**config.mk**
```make
export PLATFORM = sky130hd
export DESIGN_NAME = watchdog_key_and_control
export DESIGN_NICKNAME = d
export VERILOG_FILES = /design/src/hdl/watchdog_pkg.sv /design/src/hdl/counting_clock_divider.sv /design/src/hdl/watchdog_key_and_control.sv
export SDC_FILE = /design/constraint.sdc
export NUM_CORES = 1
export LEC_CHECK = 0
export BUFFER_PORTS_ARGS = -buffer_cell sky130_fd_sc_hd__buf_2
export CELL_PAD_IN_SITES_DETAIL_PLACEMENT = 1
export CELL_PAD_IN_SITES_GLOBAL_PLACEMENT = 1
export CORE_MARGIN = 1
export CORE_UTILIZATION = 42
export DETAILED_ROUTE_END_ITERATION = 8
export GPL_TIMING_DRIVEN = 0
export HOLD_SLACK_MARGIN = 0.05
export PLACE_DENSITY_LB_ADDON = 0.1
export SYNTH_ARGS = -nofsm -noshare
export SYNTH_HDL_FRONTEND = slang
export SYNTH_SLANG_ARGS = --single-unit
```
**constraint.sdc**
```tcl
create_clock -name core_clk -period 3.7 [get_ports core_clk]
set_clock_uncertainty 0.05 [all_clocks]
set_input_delay 0.185 -clock core_clk [delete_from_list [all_inputs] [get_ports core_clk]]
set_output_delay 0.185 -clock core_clk [all_outputs]
set_load 0.02 [all_outputs]
```
**src/hdl/watchdog_pkg.sv**
```systemverilog
// constants, types and helpers shared by the watchdog key and control logic
// ----------------------------------------------------------------------------
// Behaviour
// - key write 0x55 then 0xAA clears the watchdog count to zero.
// - a key write of any other value does nothing unless a 0x55 came just before.
// - a write other than 0x55 or 0xAA after 0x55 abandons the sequence; restart with 0x55.
// - reading the key register returns the control register contents.
// - key and control writes need protected-write permission, else ignored.
// - control bit 7 reads 1 when the last reset came from the watchdog.
// - the reset status flag clears on writing 1; writing 0 does nothing.
// - disable bit 6 resets to 0; 1 disables, 0 enables the watchdog.
// - the disable bit changes only while the disable-unlock bit is 1.
// - while enabled, a wrong check field starts a reset or interrupt at once.
// - check field bits always read zero.
// - counting clock is oscillator/512, then /1,/1,/2 .. /64; code 000 at reset.
// - external reset pin low forces the reset status flag to 0.
// - flag sets on synced reset-output rise after 8192 cycles, pin high.
// - 8-bit counter increments at counting rate; overflow starts reset/interrupt.
// - mode 0 drives reset output low 512 cycles; mode 1 the interrupt output.
// - disable-unlock sets at reset, clears on writing 1, then stays clear.
// ----------------------------------------------------------------------------
`default_nettype none

package watchdog_pkg;

    // ------------------------------------------------------------------------
    // register map (byte addresses)
    // ------------------------------------------------------------------------
    localparam int          ADDR_W      = 5;
    localparam logic [4:0]  ADDR_KEY    = 5'h00;
    localparam logic [4:0]  ADDR_CTRL   = 5'h04;
    localparam logic [4:0]  ADDR_SYSCTL = 5'h08;
    localparam logic [4:0]  ADDR_COUNT  = 5'h0C;

    // ------------------------------------------------------------------------
    // fields
    // ------------------------------------------------------------------------
    localparam int FLAG_BIT   = 7;
    localparam int DIS_BIT    = 6;
    localparam int CHK_HI     = 5;
    localparam int CHK_LO     = 3;
    localparam int PS_HI      = 2;
    localparam int PS_LO      = 0;
    localparam int INTS_BIT   = 2;
    localparam int MODE_BIT   = 1;
    localparam int UNLOCK_BIT = 0;

    localparam logic [7:0] KEY_FIRST     = 8'h55;
    localparam logic [7:0] KEY_SECOND    = 8'hAA;
    localparam logic [2:0] CHECK_PATTERN = 3'h5;

    // ------------------------------------------------------------------------
    // reset values
    // ------------------------------------------------------------------------
    localparam logic [2:0] PS_RESET     = 3'h0;
    localparam logic       DIS_RESET    = 1'h0;
    localparam logic       UNLOCK_RESET = 1'h1;
    localparam logic       MODE_RESET   = 1'h0;
    localparam logic [7:0] COUNT_RESET  = 8'h00;
    localparam logic [7:0] COUNT_MAX    = 8'hFF;

    // ------------------------------------------------------------------------
    // timing, in core clock cycles (oscillator clock is the core clock)
    // ------------------------------------------------------------------------
    localparam int OSC_PRESCALE       = 512;
    localparam int PULSE_LEN          = 512;
    localparam int FLAG_DELAY_DEFAULT = 8192;

    typedef enum logic [1:0]
    {
        KEY_IDLE  = 2'b01,
        KEY_ARMED = 2'b10
    } key_state_t;

    // control register image; check bits and upper byte always read zero
    function automatic logic [15:0] ctrl_word(input logic       flag,
                                              input logic       dis,
                                              input logic [2:0] ps);
        ctrl_word = {8'h00, flag, dis, 3'h0, ps};
    endfunction

endpackage

`default_nettype wire

```
**src/hdl/counting_clock_divider.sv**
```systemverilog
// prescaler making the one-cycle counting clock enable
`timescale 1ns/10ps
`default_nettype none

module counting_clock_divider
    import watchdog_pkg::*;
#(
    parameter int BASE_DIV = OSC_PRESCALE
)
(
    // clock and reset
    input  wire logic       core_clk,
    input  wire logic       rst,
    // control
    input  wire logic       run,
    input  wire logic [2:0] prescale_select,
    // enable out
    output logic            count_tick
);

    localparam int BW = $clog2(BASE_DIV);

    typedef struct packed
    {
        logic [BW-1:0] base;
        logic [5:0]    div;
        logic          tick;
    } div_state_t;

    div_state_t s;
    div_state_t next_s;

    // last value of the second stage: codes 000 and 001 both divide by one
    function automatic logic [5:0] divisor_last(input logic [2:0] code);
        logic [6:0] d;
        d = 7'h01 << (code - 3'h1);
        if (code <= 3'h1)
            divisor_last = 6'h00;
        else
            divisor_last = 6'(d - 7'h01);
    endfunction

    always_comb
    begin
        next_s      = s;
        next_s.tick = 1'b0;
        if (!run)
        begin
            next_s.base = '0;
            next_s.div  = 6'h00;
        end
        else if (s.base == BW'(BASE_DIV - 1))
        begin
            next_s.base = '0;
            // >= so that lowering the divisor mid-count cannot stall
            if (s.div >= divisor_last(prescale_select))
            begin
                next_s.div  = 6'h00;
                next_s.tick = 1'b1;
            end
            else
                next_s.div = s.div + 6'h01;
        end
        else
            next_s.base = s.base + BW'(1);
    end

    always_ff @(posedge core_clk or posedge rst)
    begin
        if (rst)
            s <= '0;
        else
            s <= next_s;
    end

    assign count_tick = s.tick;

endmodule // counting_clock_divider

`default_nettype wire

```
**src/hdl/watchdog_key_and_control.sv**
```systemverilog
// watchdog key and control registers, counter and reset pulse logic
`timescale 1ns/10ps
`default_nettype none

module watchdog_key_and_control
    import watchdog_pkg::*;
#(
    parameter int FLAG_DELAY = FLAG_DELAY_DEFAULT
)
(
    // clock and reset
    input  wire logic              core_clk,
    input  wire logic              rst,
    // avalon-mm slave
    input  wire logic [ADDR_W-1:0] avs_address,
    input  wire logic              avs_read,
    input  wire logic              avs_write,
    input  wire logic [31:0]       avs_writedata,
    input  wire logic [3:0]        avs_byteenable,
    output logic [31:0]            avs_readdata,
    output logic                   avs_waitrequest,
    // system side
    input  wire logic              protected_write_permission,
    input  wire logic              external_reset_pin_n,
    output logic                   watchdog_reset_output_n,
    output logic                   watchdog_interrupt_output_n
);

    localparam int DLY_W = $clog2(FLAG_DELAY + 1);
    localparam int PW    = $clog2(PULSE_LEN);

    typedef struct packed
    {
        logic             ack;
        logic [31:0]      rdata;
        key_state_t       key;
        logic [7:0]       count;
        logic             flag;
        logic             dis;
        logic [2:0]       ps;
        logic             int_mode;
        logic             unlock;
        logic             pulse;
        logic [PW-1:0]    pulse_cnt;
        logic             rst_n;
        logic             int_n;
        logic             sync1;
        logic             sync2;
        logic             sync_prev;
        logic             dly_run;
        logic [DLY_W-1:0] dly_cnt;
    } wd_state_t;

    localparam wd_state_t RESET_STATE = '{
        ack:       1'b0,
        rdata:     32'h00000000,
        key:       KEY_IDLE,
        count:     COUNT_RESET,
        flag:      1'b0,
        dis:       DIS_RESET,
        ps:        PS_RESET,
        int_mode:  MODE_RESET,
        unlock:    UNLOCK_RESET,
        pulse:     1'b0,
        pulse_cnt: '0,
        rst_n:     1'b1,
        int_n:     1'b1,
        sync1:     1'b1,
        sync2:     1'b1,
        sync_prev: 1'b1,
        dly_run:   1'b0,
        dly_cnt:   '0
    };

    wd_state_t s;
    wd_state_t next_s;

    logic       req;
    logic       accept_wr;
    logic       accept_rd;
    logic       wr_lane0;
    logic       key_wr;
    logic       ctrl_wr;
    logic       sys_wr;
    logic [7:0] wbyte;
    logic       key_clear;
    logic       check_bad;
    logic       tick;
    logic       tick_en;
    logic       overflow;
    logic       rst_rise;
    logic       flag_set;

    // ------------------------------------------------------------------------
    // bus decode: one wait state, read data latched in the wait cycle
    // ------------------------------------------------------------------------
    assign req             = avs_read | avs_write;
    assign avs_waitrequest = req & ~s.ack;
    assign accept_wr       = avs_write & s.ack;
    assign accept_rd       = avs_read & s.ack;
    assign wbyte           = avs_writedata[7:0];
    // upper byte lanes carry only reserved bits, so lane 0 alone matters
    assign wr_lane0        = accept_wr & avs_byteenable[0] & protected_write_permission;
    assign key_wr          = wr_lane0 & (avs_address == ADDR_KEY);
    assign ctrl_wr         = wr_lane0 & (avs_address == ADDR_CTRL);
    assign sys_wr          = wr_lane0 & (avs_address == ADDR_SYSCTL);
    assign avs_readdata    = s.rdata;

    assign key_clear = key_wr & (s.key == KEY_ARMED) & (wbyte == KEY_SECOND);
    // software relies on this to force a reset on purpose
    assign check_bad = ctrl_wr & ~s.dis & (wbyte[CHK_HI:CHK_LO] != CHECK_PATTERN);
    assign tick_en   = tick & ~s.dis;
    assign overflow  = tick_en & (s.count == COUNT_MAX);
    assign rst_rise  = s.sync2 & ~s.sync_prev;
    assign flag_set  = s.dly_run & (s.dly_cnt == DLY_W'(FLAG_DELAY - 1));

    // ------------------------------------------------------------------------
    // counting clock
    // ------------------------------------------------------------------------
    counting_clock_divider #(
        .BASE_DIV        (OSC_PRESCALE)
    ) u_div (
        .core_clk        (core_clk),
        .rst             (rst),
        .run             (~s.dis),
        .prescale_select (s.ps),
        .count_tick      (tick)
    );

    // ------------------------------------------------------------------------
    // next state
    // ------------------------------------------------------------------------
    always_comb
    begin
        next_s     = s;
        next_s.ack = req & ~s.ack;

        if (req & ~s.ack)
        begin
            case (avs_address)
                ADDR_KEY:    next_s.rdata = 32'(ctrl_word(s.flag, s.dis, s.ps));
                ADDR_CTRL:   next_s.rdata = 32'(ctrl_word(s.flag, s.dis, s.ps));
                ADDR_SYSCTL: next_s.rdata = 32'({s.int_n, s.int_mode, s.unlock});
                ADDR_COUNT:  next_s.rdata = 32'(s.count);
                default:     next_s.rdata = 32'h00000000;
            endcase
        end

        // key sequence tracker
        if (key_wr)
        begin
            case (s.key)
                KEY_IDLE:
                begin
                    if (wbyte == KEY_FIRST)
                        next_s.key = KEY_ARMED;
                end
                KEY_ARMED:
                begin
                    // a repeated first key keeps the sequence armed
                    if (wbyte != KEY_FIRST)
                        next_s.key = KEY_IDLE;
                end
                default:
                    next_s.key = KEY_IDLE;
            endcase
        end

        if (key_clear)
            next_s.count = COUNT_RESET;
        else if (tick_en)
            next_s.count = s.count + 8'h01;

        // reset or interrupt pulse; a new cause during a pulse is absorbed
        if (s.pulse)
        begin
            if (s.pulse_cnt == PW'(PULSE_LEN - 1))
            begin
                next_s.pulse     = 1'b0;
                next_s.pulse_cnt = '0;
            end
            else
                next_s.pulse_cnt = s.pulse_cnt + PW'(1);
        end
        else if (overflow | check_bad)
        begin
            next_s.pulse     = 1'b1;
            next_s.pulse_cnt = '0;
        end

        if (ctrl_wr)
        begin
            if (s.unlock)
                next_s.dis = wbyte[DIS_BIT];
            next_s.ps = wbyte[PS_HI:PS_LO];
        end

        if (sys_wr)
        begin
            next_s.int_mode = wbyte[MODE_BIT];
            if (wbyte[UNLOCK_BIT])
                next_s.unlock = 1'b0;
        end

        // reset output edge: synchronise, then wait before marking the cause
        next_s.sync1     = s.rst_n;
        next_s.sync2     = s.sync1;
        next_s.sync_prev = s.sync2;
        if (rst_rise)
        begin
            next_s.dly_run = 1'b1;
            next_s.dly_cnt = '0;
        end
        else if (flag_set)
            next_s.dly_run = 1'b0;
        else if (s.dly_run)
            next_s.dly_cnt = s.dly_cnt + DLY_W'(1);

        // the pin wins over everything, a set wins over a software clear
        if (ctrl_wr & wbyte[FLAG_BIT])
            next_s.flag = 1'b0;
        if (flag_set)
            next_s.flag = 1'b1;
        if (~external_reset_pin_n)
            next_s.flag = 1'b0;

        // a mode change mid-pulse moves the pulse to the other output
        next_s.rst_n = ~(next_s.pulse & ~next_s.int_mode);
        next_s.int_n = ~(next_s.pulse & next_s.int_mode);
    end

    always_ff @(posedge core_clk or posedge rst)
    begin
        if (rst)
            s <= RESET_STATE;
        else
            s <= next_s;
    end

    assign watchdog_reset_output_n     = s.rst_n;
    assign watchdog_interrupt_output_n = s.int_n;
endmodule // watchdog_key_and_control

`default_nettype wire

```
==> flow_metrics.tcl <==
set metrics [dict create \
    synth_fa_ha_area_frac 0.0454 \
    worst_pin_slew_ns 0.634 \
    drtPass1Iterations 6 \
    cp.required_ns 3.94 \
    cts.sinks 72 \
    clk_latency_ns 0.35 \
    peakVddDrop_v 0.000232 \
    yosysWarningCount 0 \
    synth.most_common_cell "dfrtp_1" \
    overflow 0 \
    crit_start "s[33]" \
    crit_path_start_kind "register" \
    ys_seq_area_frac 0.470 \
    die_area_mm2 0.00957 \
    antenna_cells 0 \
    critical_path.endpoint_type "register" \
    ctsResizeCount 0 \
    critPathMaxFanout 10 \
    hold_violations 0 \
    routed_wl_um 8310 \
    synthTopCellsByCount "dfrtp_1 (65), nor2_1 (40), nand2_1 (36), buf_4 (32), o21ai_0 (28)" \
    setup_tns_ns 0 \
    yosysTopAreaCell "dfrtp_1" \
    start_util 0.438 \
    syn_inst 399 \
    crit_family "compound AO/OA/AOI/OAI gates" \
    vias 2947 \
    synth_top_family_by_area "simple AND/OR/NAND/NOR gates" \
    ant_nets 0 \
    rows 34 \
    synth.area.mux_share 0.0305 \
    io_pins 82 \
    cap_violations 0 \
    run_status "complete, but fails checks" \
    viasPerCell 5.08 \
    synthXorXnorAreaFrac 0.0409 \
    cts_buffer_depth 2 \
    total_power_uw 2180 \
    die_x_um 97.8 \
    htreeDepth 3 \
    drt_iter0_markers 90 \
    final_nets 528 \
    wl_per_cell_um 14.3 \
    syn_area_per_cell_um2 9.66 \
    critPathKind "register to register" \
    gp_congestion 0.727 \
    critPathBufInv 1 \
    syn_to_final_growth_pct 18.9 \
    finalCritPeriodShare 0.823 \
    synthArstFlopShare 1.00 \
    violations "design-rule violations" \
    period_minus_slack_ns 3.05 \
    cts_tree "yes" \
    netlist_area_mm2 0.00385 \
    power.density_mw_per_mm2 476 \
    dpl.hpwl_um 6040 \
    ys_ff_latch 72 \
    reg2reg_to "u_div.s[6]" \
    critical-path-slowest-cell "a211oi_2" \
    track_usage 0.192 \
    drive_gt1_frac 0.212 \
    synth-simple-area-share 0.219 \
    grt_pass1_wl_um 14600 \
    clock.fmax_mhz 328 \
    crit_end "u_div.s[6]" \
    synthFlopType "dfrtp_1" \
    worstHoldPathType "input port to register" \
    core_mm2 0.00881 \
    path_clk_slew_ns 0.08 \
    synth_compound_area_frac 0.111 \
    holdWs_ns 0.0815 \
    drc_errors 16 \
    synth_area_leaders "dfrtp_1 (42%), buf_4 (6.2%), dfstp_2 (4.8%)" \
    cts_buffers 9 \
    relSlewSlack 0.576 \
    cp_common_cell "ha_1" \
    ys_types 51 \
    synth_top_cell_area_share 0.422 \
    cp.depth 12 \
    power.leakage_uw 0.00220 \
    maxSlewViolCount 0 \
    root_buffer "clkbuf_8" \
    hp-start "avs_writedata[2]" \
    port_buffers 29 \
    ff2ff_path_depth 12 \
    finalSetupViolCount 0 \
    regToRegSetupSlack_ns 0.65 \
    grt_pass1_vias 3034 \
    crit_path_cell_trace "clkbuf_1 -> nor2_1 -> nand2_1 -> ha_1 -> mux2i_1 -> a22oi_1 -> ha_1 -> a21oi_1 -> o21ai_0 -> a211oi_2 -> and3_1 -> a221o_1" \
    reg2reg_from "s[33]" \
    slowest_delay_ns 0.57 \
    die_y_um 97.8 \
    rsz0062_at_grt "false" \
    grt_max_degree 64 \
    synth-edff-count 0 \
    antenna_found_initial 0 \
    nFillCells 1030 \
    crit_arrival_ns 3.28 \
]
state kept, by name (all words and copies together), names as in the netlist:
register / cells
u_div.count_tick: 1
s: 44
watchdog_reset_output_n: 1
next_s: 2
u_div.s: 15
watchdog_interrupt_output_n: 1
avs_readdata: 8
worst register-to-register path, stage by stage (launching register included):
cell      delay (ns)
dfrtp_1         0.36
clkbuf_1        0.19
nor2_1          0.17
nand2_1         0.08
ha_1            0.25
mux2i_1         0.13
a22oi_1         0.23
ha_1            0.30
a21oi_1         0.13
o21ai_0         0.14
a211oi_2        0.57
and3_1          0.28
a221o_1         0.11
power breakdown:
part | internal, uW | switching [uW]
Sequential | 883 | 82.0
Clock | 586 | 309
Combinational | 140 | 182
cell usage in the layout (no fill, tap or decap), drive strengths merged, types with 8 or more instances in the layout:
cell / instances
dfrtp: 65
buf: 64
nor2: 40
nand2: 36
o21ai: 29
conb: 24
a21oi: 22
clkbuf: 19
and3: 18
nand3: 14
ha: 14
xor2: 12
nand2b: 9
inv: 8
cells by family after synthesis:
logic type / count (synthesis)
and+or+nand+nor: 160
other: 1
buffers and inverters: 52
xor gates and xnor gates: 18
AOI/OAI and AO/OA: 71
adders and majority gates: 14
DFF: 72
muxes: 11
per-stage QoR:
| stage | cell area [um2] | instances | utilization | worst slack (ns) |
|---|---|---|---|---|
| floorplan | 3940 | 422 | - | 1.12 |
| global route | 4580 | 580 | 0.520 | 0.279 |
| finish | 4580 | 580 | 0.520 | 0.654 |
| global placement | 4220 | 559 | 0.479 | 0.669 |
| CTS | 4580 | 580 | 0.520 | 0.605 |
| detailed placement | 4250 | 560 | 0.483 | 0.643 |
what timing repair did:
action | 4_1_cts | 5_1_grt
buffers inserted | 0 | 0
hold buffers | 4 | 0
hold endpoints to repair | 68 | 0
worst min path at each step:
stage / endpoint / slack (ns) / cells past startpoint
floorplan: s[30] / 0.20 / 1
global placement: next_s[15] / 0.30 / 0
detailed placement: s[8] / 0.06 / 2
CTS: s[34] / 0.06 / 2
global route: s[34] / 0.08 / 2
finish: s[34] / 0.08 / 2
area by class of cell:
type / instances / area, um2 / share of cell area
repair buffers: 34 / 213 / 0.0464
well taps: 108 / 135 / 0.0295
clock inverters: 7 / 168 / 0.0366
multi-input cells: 298 / 1810 / 0.396
clock buffers: 9 / 124 / 0.0270
inverters: 8 / 32.5 / 0.00710
plain buffers: 44 / 288 / 0.0628
flip-flops and latches: 72 / 1810 / 0.395
per-layer routing:
layer | share of wire | track usage | wire [um] | up-vias
met4 | 0.025 | 0.0886 | 205 | 0
met5 | 0 | 0 | 0 | -
li1 | - | - | - | 1478
met2 | 0.47 | 0.323 | 3940 | 44
met3 | 0.028 | 0.0286 | 232 | 14
met1 | 0.47 | 0.245 | 3930 | 1411
No activity file was read; power rests on OpenSTA's default activity.
